<file path="config.mk">
export PLATFORM = sky130hd
export DESIGN_NAME = nce_exec_core
export DESIGN_NICKNAME = d
export VERILOG_FILES = /design/src/nce_pkg.sv /design/src/nce_exec_core.sv
export VERILOG_INCLUDE_DIRS = /design/src
export SDC_FILE = /design/constraint.sdc
export NUM_CORES = 1
export LEC_CHECK = 0
export BUFFER_PORTS_ARGS = -buffer_cell sky130_fd_sc_hd__buf_2
export CELL_PAD_IN_SITES_DETAIL_PLACEMENT = 0
export CELL_PAD_IN_SITES_GLOBAL_PLACEMENT = 2
export CORE_MARGIN = 5
export CORE_UTILIZATION = 39
export CTS_CLUSTER_SIZE = 28
export DETAILED_ROUTE_END_ITERATION = 10
export HOLD_SLACK_MARGIN = 0.08
export PLACE_DENSITY_LB_ADDON = 0.25
export SYNTH_ARGS = -nofsm -noshare
export SYNTH_HDL_FRONTEND = slang
export SYNTH_SLANG_ARGS = --single-unit
</file>
<file path="constraint.sdc">
create_clock -name i_clk -period 4.6 [get_ports i_clk]
set_clock_uncertainty 0.2 [all_clocks]
set_input_delay 0.92 -clock i_clk [delete_from_list [all_inputs] [get_ports i_clk]]
set_output_delay 0.92 -clock i_clk [all_outputs]
set_load 0.01 [all_outputs]
</file>
<file path="src/nce_defines.svh">
// constants for the nibble execution core: register offsets, field spots, resets
// assumes inclusion by the core module and the test bench only
`ifndef NCE_DEFINES_SVH
`define NCE_DEFINES_SVH

// -------------------------------------------------------------------
// register offsets (word index on the plain register port)
// -------------------------------------------------------------------
`define NCE_REG_CTRL 4'h0
`define NCE_REG_STATUS 4'h1
`define NCE_REG_MASK 4'h2
`define NCE_REG_PC 4'h3
`define NCE_REG_PTR 4'h4
`define NCE_REG_DATA 4'h5
`define NCE_REG_STATE 4'h6

// -------------------------------------------------------------------
// field positions
// -------------------------------------------------------------------
`define NCE_CTRL_MASK_BIT 0
`define NCE_CTRL_POL_BIT 1
`define NCE_EV_SKIP 0
`define NCE_EV_OVER 1
`define NCE_EV_UNDER 2
`define NCE_EV_EXT0 3
`define NCE_EV_W 4

// -------------------------------------------------------------------
// reset values and steps
// -------------------------------------------------------------------
`define NCE_PC_RST 14'h0000
`define NCE_SP_RST 3'h7
`define NCE_LVL_RST 4'h0
`define NCE_LVL_FULL 4'h8
`define NCE_CTRL_RST 2'h0
`define NCE_PC_STEP1 14'h0001
`define NCE_PC_STEP2 14'h0002
`define NCE_SP_STEP 3'h1
`define NCE_LVL_STEP 4'h1

`endif

</file>
<file path="src/nce_pkg.sv">
// types for the nibble execution core: decoded operations and states
// assumes the instruction decoder upstream delivers one of these codes
package nce_pkg;

  // decoded operations presented on the instruction port
  typedef enum logic [4:0] {
    NCE_NOP = 5'h00,
    NCE_BRANCH = 5'h01,
    NCE_LONG_JUMP = 5'h02,
    NCE_CALL_LONG = 5'h03,
    NCE_TABLE_FETCH_CALL = 5'h04,
    NCE_SUB_RETURN = 5'h05,
    NCE_RETURN_SKIP = 5'h06,
    NCE_SET_BIT = 5'h07,
    NCE_CLR_BIT = 5'h08,
    NCE_SKIP_IF_BIT_ZERO = 5'h09,
    NCE_SWAP_ACC_MEM = 5'h0A,
    NCE_LOAD_PAIR_FROM_NIBBLES = 5'h0B,
    NCE_UNLOAD_PAIR = 5'h0C,
    NCE_SKIP_ON_EXT0_REQ = 5'h0D,
    NCE_SKIP_ON_PIN_LEVEL = 5'h0E,
    NCE_LOAD_PTR = 5'h0F,
    NCE_LOAD_ACC = 5'h10,
    NCE_LOAD_UPPER = 5'h11,
    NCE_LOAD_DR = 5'h12
  } nce_op_t;

  // core sequencing states
  typedef enum logic [1:0] {
    NCE_ST_RUN = 2'b00,
    NCE_ST_SECOND = 2'b01,
    NCE_ST_FETCH = 2'b10
  } nce_state_t;

endpackage

</file>
<file path="src/nce_exec_core.sv">
// execution core of a 4-bit controller: program counter, call stack,
// ram pointer, pair register and the skip mechanism
// assumes an upstream decoder presents decoded ops, and ram/rom answer
// combinationally at the addresses this core drives
//
// How it works
// RULE1: a taken skip suppresses the next instruction but still consumes its slot
// RULE2: skipping adds one to the pc, two only past a suppressed two-word op; suppressed two-word ops keep both cycles
// RULE3: suppressed table fetch, return or return-skip take only one cycle
// RULE4: eight stack entries of 14 bits, selected by the stack pointer
// RULE5: pc is a 7-bit page field above a 7-bit in-page offset
// RULE6: ram pointer is bank, file and word selectors concatenated, 10 bits
// RULE7: pair load puts upper nibble in bits 7-4, working nibble in 3-0
// RULE8: bit set, clear, test address one ram bit; test skips on zero
// RULE9: ext0 skip with mask 0 skips on flag and clears it; mask 1 is nop
// RULE10: pin skip tests the pin, high when polarity is 1, low when 0
// RULE11: long jump loads page field and in-page offset from operands
// RULE12: swap exchanges acc with ram nibble and xors file selector with immediate
// RULE13: call and table fetch increment pointer, then store the return address there
// RULE14: return reloads pc from stack then decrements; return-skip also skips
`timescale 1ns/1ps
`include "nce_defines.svh"

module nce_exec_core import nce_pkg::*; #(
  parameter int PAGE_W = 7,
  parameter int SP_W = 3,
  parameter int DEPTH = 8
) (
  input wire logic i_clk,
  input wire logic i_nrst,
  input wire logic i_ins_valid,
  input wire logic [4:0] i_op,
  input wire logic [6:0] i_opd,
  input wire logic [6:0] i_page,
  input wire logic [9:0] i_rom_data,
  input wire logic [3:0] i_ram_rdata,
  input wire logic i_ext0_req,
  input wire logic i_ext0_pin,
  input wire logic [3:0] i_reg_addr,
  input wire logic [15:0] i_reg_wdata,
  input wire logic i_reg_we,
  input wire logic i_reg_re,
  output logic o_ins_ready,
  output logic [13:0] o_pc,
  output logic [9:0] o_ram_addr,
  output logic [9:0] o_ram_waddr,
  output logic [3:0] o_ram_wdata,
  output logic o_ram_we,
  output logic [7:0] o_pair,
  output logic [15:0] o_reg_rdata,
  output logic o_irq
);

  // -------------------------------------------------------------------
  // state
  // -------------------------------------------------------------------
  localparam int PC_W = 2 * PAGE_W;
  nce_state_t state_ff, nxt_state;
  logic [PC_W-1:0] pc_ff, nxt_pc;
  logic [PC_W-1:0] call_stack [DEPTH];
  logic [SP_W-1:0] sp_ff, nxt_sp;
  logic [3:0] lvl_ff, nxt_lvl;
  logic [1:0] bank_ff, nxt_bank;
  logic [3:0] file_ff, nxt_file;
  logic [3:0] word_ff, nxt_word;
  logic [3:0] acc_ff, nxt_acc;
  logic [3:0] upper_ff, nxt_upper;
  logic [2:0] dr_ff, nxt_dr;
  logic [7:0] pair_ff, nxt_pair;
  logic skip_ff, nxt_skip;
  logic ready_ff;
  logic ext0_flag_ff;
  logic [1:0] ctrl_ff;
  logic [`NCE_EV_W-1:0] status_ff, mask_ff;
  logic [15:0] rdata_ff;
  logic [3:0] wdata_ff, nxt_wdata;
  logic [9:0] waddr_ff;
  logic we_ff, nxt_we;
  logic push, pop;
  logic [PC_W-1:0] push_val;

  // -------------------------------------------------------------------
  // decode
  // -------------------------------------------------------------------
  // instruction taken when offered while ready; suppression follows skip
  wire take = i_ins_valid & ready_ff & (state_ff == NCE_ST_RUN);
  wire nce_op_t op = nce_op_t'(i_op);
  wire sup = take & skip_ff;
  wire exec = take & ~skip_ff;
  wire two_word = (op == NCE_LONG_JUMP) | (op == NCE_CALL_LONG);
  wire short_on_skip = (op == NCE_TABLE_FETCH_CALL) | (op == NCE_SUB_RETURN) |
                       (op == NCE_RETURN_SKIP);
  wire is_ret = (op == NCE_SUB_RETURN) | (op == NCE_RETURN_SKIP);
  wire [1:0] bit_idx = i_opd[1:0];
  wire [PC_W-1:0] pc_inc1 = pc_ff + `NCE_PC_STEP1;
  wire [PC_W-1:0] pc_inc2 = pc_ff + `NCE_PC_STEP2;
  wire [SP_W-1:0] sp_up = sp_ff + `NCE_SP_STEP;
  wire [SP_W-1:0] sp_dn = sp_ff - `NCE_SP_STEP;
  wire [PC_W-1:0] stack_top = call_stack[sp_ff];
  wire mask_ext0 = ctrl_ff[`NCE_CTRL_MASK_BIT];
  wire pin_pol = ctrl_ff[`NCE_CTRL_POL_BIT];
  // RULE6: pointer concatenation
  wire [9:0] ram_ptr = {bank_ff, file_ff, word_ff};
  wire pin_hit = (i_ext0_pin == pin_pol);
  wire ext0_take = exec & (op == NCE_SKIP_ON_EXT0_REQ) & ~mask_ext0 & ext0_flag_ff;

  // one select line per nibble bit
  logic [3:0] bit_sel;
  genvar gi;
  generate
    for (gi = 0; gi < 4; gi++) begin : g_bit
      assign bit_sel[gi] = (bit_idx == gi[1:0]);
    end
  endgenerate
  wire ram_bit = |(i_ram_rdata & bit_sel);

  // register port decode
  wire wr_ctrl = i_reg_we & (i_reg_addr == `NCE_REG_CTRL);
  wire wr_status = i_reg_we & (i_reg_addr == `NCE_REG_STATUS);
  wire wr_mask = i_reg_we & (i_reg_addr == `NCE_REG_MASK);

  // -------------------------------------------------------------------
  // next-state logic
  // -------------------------------------------------------------------
  // one slot per taken word; the pc steps two past a suppressed two-word op
  always_comb begin
    nxt_state = NCE_ST_RUN;
    nxt_pc = pc_ff;
    nxt_sp = sp_ff;
    nxt_lvl = lvl_ff;
    nxt_bank = bank_ff;
    nxt_file = file_ff;
    nxt_word = word_ff;
    nxt_acc = acc_ff;
    nxt_upper = upper_ff;
    nxt_dr = dr_ff;
    nxt_pair = pair_ff;
    nxt_skip = skip_ff;
    nxt_wdata = wdata_ff;
    nxt_we = 1'b0;
    push = 1'b0;
    pop = 1'b0;
    push_val = pc_inc1;
    if (state_ff == NCE_ST_FETCH) begin
      // second cycle of table fetch: rom word read at the table address
      nxt_upper = i_rom_data[7:4];
      nxt_acc = i_rom_data[3:0];
      nxt_pc = stack_top;
      nxt_sp = sp_dn;
      pop = 1'b1;
    end else if (sup) begin
      // RULE1: suppressed slot consumed
      nxt_skip = 1'b0;
      // RULE2: plain step, two-word ops still stall
      nxt_pc = two_word ? pc_inc2 : pc_inc1;
      nxt_state = two_word ? NCE_ST_SECOND : NCE_ST_RUN;
      // RULE3: short suppressed forms
      if (short_on_skip) begin
        nxt_state = NCE_ST_RUN;
      end
    end else if (exec) begin
      nxt_pc = pc_inc1;
      unique case (op)
        NCE_BRANCH: begin
          nxt_pc = {pc_ff[PC_W-1:PAGE_W], i_opd};
        end
        NCE_LONG_JUMP: begin
          // RULE11: page and offset loaded
          // RULE5: page field over offset
          nxt_pc = {i_page, i_opd};
          nxt_state = NCE_ST_SECOND;
        end
        NCE_CALL_LONG: begin
          // RULE13: push return address
          push = 1'b1;
          push_val = pc_inc2;
          nxt_sp = sp_up;
          nxt_pc = {i_page, i_opd};
          nxt_state = NCE_ST_SECOND;
        end
        NCE_TABLE_FETCH_CALL: begin
          // RULE13: push before table read
          push = 1'b1;
          nxt_sp = sp_up;
          nxt_pc = {i_page, dr_ff, acc_ff};
          nxt_state = NCE_ST_FETCH;
        end
        NCE_SUB_RETURN, NCE_RETURN_SKIP: begin
          // RULE14: reload then decrement
          pop = 1'b1;
          nxt_pc = stack_top;
          nxt_sp = sp_dn;
          nxt_skip = (op == NCE_RETURN_SKIP);
          nxt_state = NCE_ST_SECOND;
        end
        NCE_SET_BIT, NCE_CLR_BIT: begin
          // RULE8: one bit of the pointed nibble
          nxt_we = 1'b1;
          nxt_wdata = (op == NCE_SET_BIT) ? (i_ram_rdata | bit_sel) : (i_ram_rdata & ~bit_sel);
        end
        NCE_SKIP_IF_BIT_ZERO: begin
          // RULE8: skip on zero bit
          nxt_skip = ~ram_bit;
        end
        NCE_SWAP_ACC_MEM: begin
          // RULE12: exchange and file xor
          nxt_we = 1'b1;
          nxt_wdata = acc_ff;
          nxt_acc = i_ram_rdata;
          nxt_file = file_ff ^ i_opd[3:0];
        end
        NCE_LOAD_PAIR_FROM_NIBBLES: begin
          // RULE7: upper nibble high, acc low
          nxt_pair = {upper_ff, acc_ff};
        end
        NCE_UNLOAD_PAIR: begin
          // RULE7: copy back same lanes
          nxt_upper = pair_ff[7:4];
          nxt_acc = pair_ff[3:0];
        end
        NCE_SKIP_ON_EXT0_REQ: begin
          // RULE9: masked form does nothing
          nxt_skip = ext0_take;
        end
        NCE_SKIP_ON_PIN_LEVEL: begin
          // RULE10: level against polarity
          nxt_skip = pin_hit;
        end
        NCE_LOAD_PTR: begin
          nxt_bank = i_page[5:4];
          nxt_file = i_page[3:0];
          nxt_word = i_opd[3:0];
        end
        NCE_LOAD_ACC: nxt_acc = i_opd[3:0];
        NCE_LOAD_UPPER: nxt_upper = i_opd[3:0];
        NCE_LOAD_DR: nxt_dr = i_opd[2:0];
        default: nxt_pc = pc_inc1;
      endcase
    end
    if (push && lvl_ff != `NCE_LVL_FULL) begin
      nxt_lvl = lvl_ff + `NCE_LVL_STEP;
    end else if (pop && lvl_ff != `NCE_LVL_RST) begin
      nxt_lvl = lvl_ff - `NCE_LVL_STEP;
    end
  end

  // events for the sticky status register
  wire [`NCE_EV_W-1:0] events = {i_ext0_req, pop & (lvl_ff == `NCE_LVL_RST),
                                 push & (lvl_ff == `NCE_LVL_FULL), nxt_skip & ~skip_ff};

  // next status and mask; irq is built from both so a masked event never leaks
  wire [`NCE_EV_W-1:0] st_clr = wr_status ? i_reg_wdata[`NCE_EV_W-1:0] : '0;
  wire [`NCE_EV_W-1:0] nxt_status = events | (status_ff & ~st_clr);
  wire [`NCE_EV_W-1:0] nxt_mask = wr_mask ? i_reg_wdata[`NCE_EV_W-1:0] : mask_ff;

  // -------------------------------------------------------------------
  // registers
  // -------------------------------------------------------------------
  // core datapath flops
  always_ff @(posedge i_clk or negedge i_nrst) begin
    if (!i_nrst) begin
      state_ff <= NCE_ST_RUN;
      pc_ff <= `NCE_PC_RST;
      sp_ff <= `NCE_SP_RST;
      lvl_ff <= `NCE_LVL_RST;
      {bank_ff, file_ff, word_ff} <= '0;
      {acc_ff, upper_ff, dr_ff, pair_ff} <= '0;
      skip_ff <= 1'b0;
      ready_ff <= 1'b0;
    end else begin
      state_ff <= nxt_state;
      pc_ff <= nxt_pc;
      sp_ff <= nxt_sp;
      lvl_ff <= nxt_lvl;
      {bank_ff, file_ff, word_ff} <= {nxt_bank, nxt_file, nxt_word};
      {acc_ff, upper_ff, dr_ff, pair_ff} <= {nxt_acc, nxt_upper, nxt_dr, nxt_pair};
      skip_ff <= nxt_skip;
      ready_ff <= (nxt_state == NCE_ST_RUN);
    end
  end

  // RULE4: stack entry written at the bumped pointer
  always_ff @(posedge i_clk) begin
    if (push) begin
      call_stack[sp_up] <= push_val;
    end
  end

  // ram write port; address latched so a pointer change cannot skew it
  always_ff @(posedge i_clk or negedge i_nrst) begin
    if (!i_nrst) begin
      we_ff <= 1'b0;
      wdata_ff <= '0;
      waddr_ff <= '0;
    end else begin
      we_ff <= nxt_we;
      wdata_ff <= nxt_wdata;
      waddr_ff <= nxt_we ? ram_ptr : waddr_ff;
    end
  end

  // RULE9: request flag; a new request beats the clear
  always_ff @(posedge i_clk or negedge i_nrst) begin
    if (!i_nrst) begin
      ext0_flag_ff <= 1'b0;
    end else begin
      ext0_flag_ff <= i_ext0_req | (ext0_flag_ff & ~ext0_take);
    end
  end

  // software control, mask and write-one-to-clear status; set wins
  always_ff @(posedge i_clk or negedge i_nrst) begin
    if (!i_nrst) begin
      ctrl_ff <= `NCE_CTRL_RST;
      mask_ff <= '0;
      status_ff <= '0;
      o_irq <= 1'b0;
    end else begin
      ctrl_ff <= wr_ctrl ? i_reg_wdata[1:0] : ctrl_ff;
      mask_ff <= nxt_mask;
      status_ff <= nxt_status;
      o_irq <= |(nxt_status & nxt_mask);
    end
  end

  // read data valid only in the cycle after the strobe; unmapped reads zero
  wire [15:0] rd_mux =
    (i_reg_addr == `NCE_REG_CTRL) ? {14'h0000, ctrl_ff} :
    (i_reg_addr == `NCE_REG_STATUS) ? {12'h000, status_ff} :
    (i_reg_addr == `NCE_REG_MASK) ? {12'h000, mask_ff} :
    (i_reg_addr == `NCE_REG_PC) ? {2'h0, pc_ff} :
    (i_reg_addr == `NCE_REG_PTR) ? {6'h00, ram_ptr} :
    (i_reg_addr == `NCE_REG_DATA) ? {upper_ff, acc_ff, pair_ff} :
    (i_reg_addr == `NCE_REG_STATE) ? {7'h00, dr_ff, ext0_flag_ff, skip_ff, lvl_ff} :
    16'h0000;

  always_ff @(posedge i_clk or negedge i_nrst) begin
    if (!i_nrst) begin
      rdata_ff <= '0;
    end else begin
      rdata_ff <= i_reg_re ? rd_mux : 16'h0000;
    end
  end

  // -------------------------------------------------------------------
  // outputs
  // -------------------------------------------------------------------
  assign o_ins_ready = ready_ff;
  assign o_pc = pc_ff;
  assign o_ram_addr = ram_ptr;
  assign o_ram_waddr = waddr_ff;
  assign o_ram_wdata = wdata_ff;
  assign o_ram_we = we_ff;
  assign o_pair = pair_ff;
  assign o_reg_rdata = rdata_ff;

  // -------------------------------------------------------------------
  // assertions
  // -------------------------------------------------------------------
  property p_sup_no_write;
    @(posedge i_clk) disable iff (!i_nrst)
    sup && (op == NCE_SET_BIT || op == NCE_SWAP_ACC_MEM) |=> !o_ram_we;
  endproperty
  a_sup_no_write: assert property (p_sup_no_write) else $error("suppressed op wrote ram"); // RULE1

  property p_sup_step;
    @(posedge i_clk) disable iff (!i_nrst)
    sup && !two_word |=> o_pc == $past(o_pc) + `NCE_PC_STEP1;
  endproperty
  a_sup_step: assert property (p_sup_step) else $error("skip moved pc wrongly"); // RULE2

  property p_sup_short;
    @(posedge i_clk) disable iff (!i_nrst)
    sup && short_on_skip |=> o_ins_ready;
  endproperty
  a_sup_short: assert property (p_sup_short) else $error("suppressed return stalled"); // RULE3

  property p_call_push;
    @(posedge i_clk) disable iff (!i_nrst)
    exec && op == NCE_CALL_LONG |=> call_stack[sp_ff] == $past(o_pc) + `NCE_PC_STEP2
      ##1 o_ins_ready;
  endproperty
  a_call_push: assert property (p_call_push) else $error("call push wrong"); // RULE13

  property p_jump;
    @(posedge i_clk) disable iff (!i_nrst)
    exec && op == NCE_LONG_JUMP |=> o_pc == {$past(i_page), $past(i_opd)} && !o_ins_ready;
  endproperty
  a_jump: assert property (p_jump) else $error("long jump target wrong"); // RULE11

  property p_pair;
    @(posedge i_clk) disable iff (!i_nrst)
    exec && op == NCE_LOAD_PAIR_FROM_NIBBLES |=> o_pair == {$past(upper_ff), $past(acc_ff)};
  endproperty
  a_pair: assert property (p_pair) else $error("pair lanes wrong"); // RULE7

  property p_ext0;
    @(posedge i_clk) disable iff (!i_nrst)
    exec && op == NCE_SKIP_ON_EXT0_REQ && mask_ext0 |=> !skip_ff;
  endproperty
  a_ext0: assert property (p_ext0) else $error("masked ext0 skip acted"); // RULE9

  property p_pin;
    @(posedge i_clk) disable iff (!i_nrst)
    exec && op == NCE_SKIP_ON_PIN_LEVEL |=> skip_ff == ($past(i_ext0_pin) == $past(pin_pol));
  endproperty
  a_pin: assert property (p_pin) else $error("pin skip wrong"); // RULE10

  property p_bitz;
    @(posedge i_clk) disable iff (!i_nrst)
    exec && op == NCE_SKIP_IF_BIT_ZERO |=> skip_ff == !$past(ram_bit);
  endproperty
  a_bitz: assert property (p_bitz) else $error("bit test skip wrong"); // RULE8

  property p_swap;
    @(posedge i_clk) disable iff (!i_nrst)
    exec && op == NCE_SWAP_ACC_MEM |=> o_ram_we && o_ram_wdata == $past(acc_ff)
      && file_ff == ($past(file_ff) ^ $past(i_opd[3:0]));
  endproperty
  a_swap: assert property (p_swap) else $error("swap wrong"); // RULE12

  property p_ret;
    @(posedge i_clk) disable iff (!i_nrst)
    exec && is_ret |=> o_pc == $past(stack_top) && sp_ff == $past(sp_ff) - `NCE_SP_STEP;
  endproperty
  a_ret: assert property (p_ret) else $error("return wrong"); // RULE14

  property p_ptr;
    @(posedge i_clk) disable iff (!i_nrst)
    exec && op == NCE_LOAD_PTR |=> o_ram_addr == {$past(i_page[5:0]), $past(i_opd[3:0])};
  endproperty
  a_ptr: assert property (p_ptr) else $error("pointer wrong"); // RULE6

  c_skip_then_sup: cover property (@(posedge i_clk) disable iff (!i_nrst) exec ##[1:3] sup);
  c_table: cover property (@(posedge i_clk) disable iff (!i_nrst)
    exec && op == NCE_TABLE_FETCH_CALL);
  c_irq: cover property (@(posedge i_clk) disable iff (!i_nrst) o_irq);

endmodule

</file>
# After elaboration in Yosys (flattened, before gate mapping)
# Memories as Yosys holds them, arrays and structs flattened.
# Index checks and enable logic that the tools add are counted.
[word_totals]
register_bits = 97
out_inout_bits = 65
in_bits = 60
word_cells = 189
ram_bits = 112
n_memories = 1
[memory_table]
columns = ["name", "words", "word_bits", "read_ports", "rd_clocked_by_memory_dff", "wr", "line", "rtl"]
rows = [
  ["call_stack", 8, 14, 1, 0, 1, "nce_exec_core.sv:60", "logic [PC_W-1:0] call_stack [DEPTH];"],
]
[classes]
eq_ne = 33
reduce_logical = 33
n_addsub = 6
mux = 60
bitwise = 33
[ops]
columns = ["operator", "count"]
rows = [
  ["$mux W14", 8],
  ["$mux W16", 7],
  ["$pmux W14 S4", 1],
  ["$mux W4", 11],
  ["$eq A5 B4 Y1 const B", 8],
  ["$pmux W4 S2", 3],
  ["$eq A5 B3 Y1 const B", 4],
  ["$reduce_and A4 Y1", 5],
  ["$mux W1", 19],
  ["$and A4 B4 Y4", 4],
  ["$eq A5 B5 Y1 const B", 3],
  ["$add A14 B1 Y14 const B", 1],
  ["$add A14 B2 Y14 const B", 1],
  ["$and A1 B1 Y1", 14],
  ["$eq A4 B3 Y1 const B", 3],
  ["$pmux W4 S3", 1],
  ["$reduce_or A4 Y1", 3],
  ["$eq A5 B2 Y1 const B", 2],
  ["$mux W3", 3],
  ["$mux W9", 1],
  ["$reduce_and A3 Y1", 3],
  ["$reduce_bool A3 Y1", 3],
  ["$eq A4 B2 Y1 const B", 2],
  ["$logic_not A4 Y1", 2],
  ["other kinds (29)", 53],
]

# Depth between registers and ports, before layout
[depth]
ltp_word = 14
mapped_depth = 10
mapped_depth_nobuf = 9

# Worst setup path before layout
# No wires, ideal clock.
[synth_path]
path_type = "input -> register"
startpoint = "input port i_op[1]"
endpoint = "memory call_stack[1][0] in the netlist's numbering (enable)"
t_required_ns = 3.997
slack_ns = 0.948
n_path_buf = 1
path_stages = 5
arrival_time_ns = 3.050
cell_sequence = "buf_2 > or3b_1 > a211oi_2 > nand2_1 > nor3_1"
[synth_between]
elab_chain_len = 8
elab_cells_between_ends = 9
classes_between = "eq/ne: 2; mux: 6; reduce/logical: 1"
[synth_rtl]
columns = ["item", "line", "rtl"]
rows = [
  ["from (decl)", "nce_exec_core.sv:32", "input wire logic [4:0] i_op,"],
  ["$eq A5 B2 Y1 or $eq A5 B3 Y1 (tied branches)", "nce_exec_core.sv:163", "unique case (op)"],
  ["$reduce_or A2 Y1 (no source line) (*)", "--", ""],
  ["$mux W1 (*)", "nce_exec_core.sv:163", ""],
  ["$mux W1 (*)", "nce_exec_core.sv:161", "end else if (exec) begin"],
  ["$mux W1 (*)", "nce_exec_core.sv:151", "end else if (sup) begin"],
  ["$mux W1 (*)", "nce_exec_core.sv:144", "if (state_ff == NCE_ST_FETCH) begin"],
  ["$mux W1 (*)", "nce_exec_core.sv:284", "if (push) begin"],
  ["$mux W1 (not written as such) (*)", "nce_exec_core.sv:285", "call_stack[sp_up] <= push_val;"],
  ["to (decl)", "nce_exec_core.sv:60", ""],
]
# Every way passes the cells marked *; elsewhere a longest branch is shown, timed or not.

# Worst setup path after layout
[layout_path]
startpoint = "input port i_op[1]"
endpoint = "register lvl_ff[3]"
[layout_between]
elab_chain_len = 8
elab_cells_between_ends = 18
classes_between = "eq/ne: 4; mux: 9; reduce/logical: 5"
[layout_rtl]
columns = ["item", "line", "rtl"]
rows = [
  ["$eq A5 B2 Y1 or $eq A5 B3 Y1 (tied branches)", "nce_exec_core.sv:163", ""],
  ["$reduce_or A2 Y1 (no source line)", "--", ""],
  ["$mux W1", "nce_exec_core.sv:163", ""],
  ["$mux W1", "nce_exec_core.sv:161", ""],
  ["$mux W1", "nce_exec_core.sv:151", ""],
  ["$mux W1", "nce_exec_core.sv:144", ""],
  ["$logic_and A1 B1 Y1 (no source line)", "--", ""],
  ["$mux W4 or $reduce_bool A2 Y1 (tied branches)", "--", ""],
  ["to (signal assigned)", "nce_exec_core.sv:265", "lvl_ff <= `NCE_LVL_RST;"],
  ["to (signal assigned)", "nce_exec_core.sv:274", "lvl_ff <= nxt_lvl;"],
  ["to (decl)", "nce_exec_core.sv:62", "logic [3:0] lvl_ff, nxt_lvl;"],
]
# Parallel ways exist; a longest one is shown, timed or not.
# A chain may end at the register's enable or synchronous reset.

==> metrics.md <==
| Metric | Value |
|---|---|
| Part of the power in registers | `44.1%` |
| Final RePlAce weighted congestion | `0.805` |
| Nets | `1057` |
| Number of port buffers | `110` |
| Comb pwr share | `28.9%` |
| PD cells | `562 nW/um2` |
| Drt first-iter violations | `670` |
| DR vias/cell | `5.65` |
| IO Pins | `125` |
| Mapped Area | `10600 um2` |
| Setup Buffers After CTS | `0` |
| Hold buffers post-CTS | `0` |
| Post-synth EDFFs | `112` |
| Worst slew margin | `41.6%` |
| Register bit total from synthesis | `209` |
| Prevailing post-synth register cell | `edfxtp_1` |
| Peak VDD IR | `337 uV` |
| Worst-Skew Late Latency | `530 ps` |
| Post-Route WL | `31.1 mm` |
| Critical path's slowest cell | `or3b_1` |
| First-pass GRT wire length | `47.8 mm` |
| Max Clock Freq | `0.313 GHz` |
| Syn_nets | `962` |
| Placeable Area | `26800 um2` |
| DRC viols | `0` |
| Hold Crit Depth | `2` |
| Status | `finished, final reports clean` |
| CP Buf/Inv Count | `1` |
| H-tree Lvls | `1` |
| Final setup vio count | `0` |
| Crit path depth | `8` |
| Worst setup SP type | `input port` |
| Pwr Total | `0.00686 W` |
| GRT overflow | `0` |
| Library cells used by synthesis | `77` |
| Total GRT Usage | `20.1%` |
| Fin. Hold Viols | `0` |
| Die area | `30500 um2` |
| Rows | `60` |
| CTS resizes | `0` |
| Maximum fanout along the worst path | `20` |
| Clock Tree Root | `clkbuf_16` |
| Crit-path leading delay family | `compound AO/OA/AOI/OAI gates` |
| Tmin final | `3200 ps` |
| Clock share of power | `26.9%` |
| CTS tree | `yes` |
| Syn-to-layout area delta | `15.7%` |
| Clock transition at path regs | `50 ps` |
| DIE WIDTH | `175 um` |
| Worst slew pin tran | `877 ps` |
| Vias in the first global route | `7726` |
| Switching pwr | `0.00246 W` |
| Max clock buf depth | `3` |
| CP Class | `input port to flop` |
| Wire per inst | `23.1 um` |
| Antenna cell count | `0` |
| Fin crit share | `69.5%` |
| Drt pass-1 iters | `7` |
| RSZ-0062 raised after global routing | `no` |
| Num Clock Sinks | `209` |
| Initial core utilization | `39.4%` |
| CTS Buf Count | `24` |
| Syn Inst Count | `895` |
| Syn avg cell area | `11.8 um2` |
| Crit-path cells | `buf_2 -> or3b_1 -> a211oi_2 -> nand2_1 -> ha_1 -> a21o_1 -> a21oi_1 -> mux4_2` |
| Antenna violations before repair | `0` |
| Internal power | `0.00440 W` |
| Max incr delay on CP | `530 ps` |
| Share of layout cells above drive strength 1 | `25.3%` |
| Final worst setup slack | `1400 ps` |
| Post-synthesis sequential area ratio | `54.9%` |
| CP endpoint kind | `flop` |
| Post-Place Setup Slack | `857 ps` |
| LEAKAGE | `4.82 nW` |
| Die height | `175 um` |
| FF-to-FF path depth | `9` |
| Setup TNS | `0 ps` |
| WP data arrival | `3380 ps` |
| CP required | `4780 ps` |
| Max-cap viol count | `0` |
| Routed vias | `7616` |
| Antenna Nets Post-Route | `0` |
| Largest net degree at the start of global routing | `67` |
| Ys async rst share | `46.4%` |
| Number of fill cells in the layout | `2538` |
| DP Wirelength | `22.2 mm` |
| Sw frac | `35.9%` |
| Max Slew Vio Count | `0` |
| Worst Hold Class | `flop to flop` |
| Yosys warns | `0` |
## sequential cells by signal, summed over array words and instances, names as in the netlist, 3 cells and up
| signal | cells |
|---|---|
| acc_ff | 4 |
| call_stack | 112 |
| dr_ff | 3 |
| file_ff | 4 |
| lvl_ff | 4 |
| mask_ff | 4 |
| o_pair | 8 |
| o_pc | 14 |
| o_ram_waddr | 10 |
| o_ram_wdata | 4 |
| o_reg_rdata | 16 |
| sp_ff | 3 |
| status_ff | 4 |
| upper_ff | 4 |
| word_ff | 4 |
## power by group through the flow
| stage | registers [W] | clock network [W] | logic, W |
|---|---|---|---|
| detailed placement | 0.00307 | 0 | 0.00199 |
| global route | 0.00309 | 0.00196 | 0.00219 |
| floorplan | 0.00270 | 0 | 0.00154 |
| CTS | 0.00304 | 0.00189 | 0.00200 |
| finish | 0.00303 | 0.00185 | 0.00199 |
| global placement | 0.00307 | 0 | 0.00197 |
## cell families after synthesis
logic type,Yosys count,synth area share (%)
and+or+nand+nor,284,13.0
DFF,209,54.9
AOI/OAI and AO/OA,198,12.6
buffers and inverters,70,2.91
adders and majority gates,7,0.900
muxes,90,12.6
xor gates and xnor gates,37,3.07
## final timing paths
path | slack [ps] | endpoint | startpoint
worst max-delay path | 1400 | lvl_ff[3] | i_op[1]
max in group asynchronous | 3080 | o_reg_rdata[14] | i_nrst
worst max register to register | 1570 | lvl_ff[3] | state_ff[0]
min in group asynchronous | 320 | o_ram_waddr[9] | i_nrst
worst min-delay path | 270 | o_ram_waddr[8] | o_ram_waddr[8]
worst min register to register | 270 | o_ram_waddr[8] | o_ram_waddr[8]
## cells in the mapped netlist, drive strengths merged, types with 3 or more instances
| library cell | count | area (um2) |
|---|---|---|
| edfxtp | 112 | 3360 |
| dfrtp | 94 | 2350 |
| nand2 | 93 | 349 |
| nor2 | 77 | 299 |
| o21ai | 46 | 234 |
| a21oi | 41 | 205 |
| clkbuf | 35 | 131 |
| mux2 | 35 | 394 |
| mux4 | 30 | 676 |
| buf | 27 | 146 |
| mux2i | 25 | 263 |
| nor3 | 23 | 115 |
| xor2 | 22 | 193 |
| nand3 | 19 | 95.1 |
| nand2b | 17 | 114 |
| o22ai | 16 | 100 |
| xnor2 | 15 | 131 |
| nor2b | 14 | 87.6 |
| and3 | 13 | 81.3 |
| a31oi | 12 | 75.1 |
| a22o | 10 | 87.6 |
| a221oi | 9 | 78.8 |
| a22oi | 9 | 67.6 |
| inv | 8 | 30.0 |
| a211oi | 6 | 50.1 |
| a222oi | 6 | 60.1 |
| ha | 6 | 75.1 |
| a21o | 5 | 37.5 |
| nand4 | 4 | 25.0 |
| or2 | 4 | 25.0 |
| or3 | 4 | 25.0 |
| a21boi | 3 | 22.5 |
| and2 | 3 | 18.8 |
| dfstp | 3 | 78.8 |
| o221ai | 3 | 26.3 |
| o22a | 3 | 26.3 |
| o31ai | 3 | 22.5 |
| o32a | 3 | 30.0 |
## routing by layer
metal,track usage [%],up-vias,wire length [um]
met5,0,-,0
met2,34.2,214,15100
met1,27.1,3793,13800
met4,5.37,0,854
li1,-,3563,-
met3,2.96,46,1410
## placed cells by master, fill, tap and decap left out, drive strengths merged, types with 14 or more instances in the layout
master | synthesis | layout
o22ai | 16 | 16
xor2 | 22 | 22
mux4 | 30 | 30
clkbuf | 35 | 35
o21ai | 46 | 46
edfxtp | 112 | 112
nor3 | 23 | 23
nor2b | 14 | 14
dfrtp | 94 | 94
xnor2 | 15 | 15
mux2 | 35 | 35
nand3 | 19 | 19
nand2 | 93 | 93
nand2b | 17 | 17
buf | 27 | 131
mux2i | 25 | 25
a21oi | 41 | 41
nor2 | 77 | 77
## metrics by stage
stage / std cells / util (%) / hold WS [ps] / cell area (um2)
3_5_place_dp: 1305 / 42.7 / 261 / 11400
5_1_grt: 1349 / 45.6 / 293 / 12200
6_report: 1349 / 45.6 / 270 / 12200
2_1_floorplan: 895 / - / 264 / 10600
4_1_cts: 1349 / 45.6 / 274 / 12200
3_3_place_gp: 1305 / 42.7 / 254 / 11400
## tightest hold or removal path, cell delays in order (launching register included)
cell     delay [ps]
dfrtp_1         330
nand2_1          50
nand2_1          50
## layout make-up
class	count	area (um2)	area share (%)
clock buffers	35	682	5.58
repair buffers	131	711	5.82
flip-flops and latches	209	5790	47.4
clock inverters	9	88.8	0.727
inverters	8	30.0	0.246
multi-input cells	616	4480	36.7
well taps	341	427	3.49
Power figures use the tool's default switching activity.
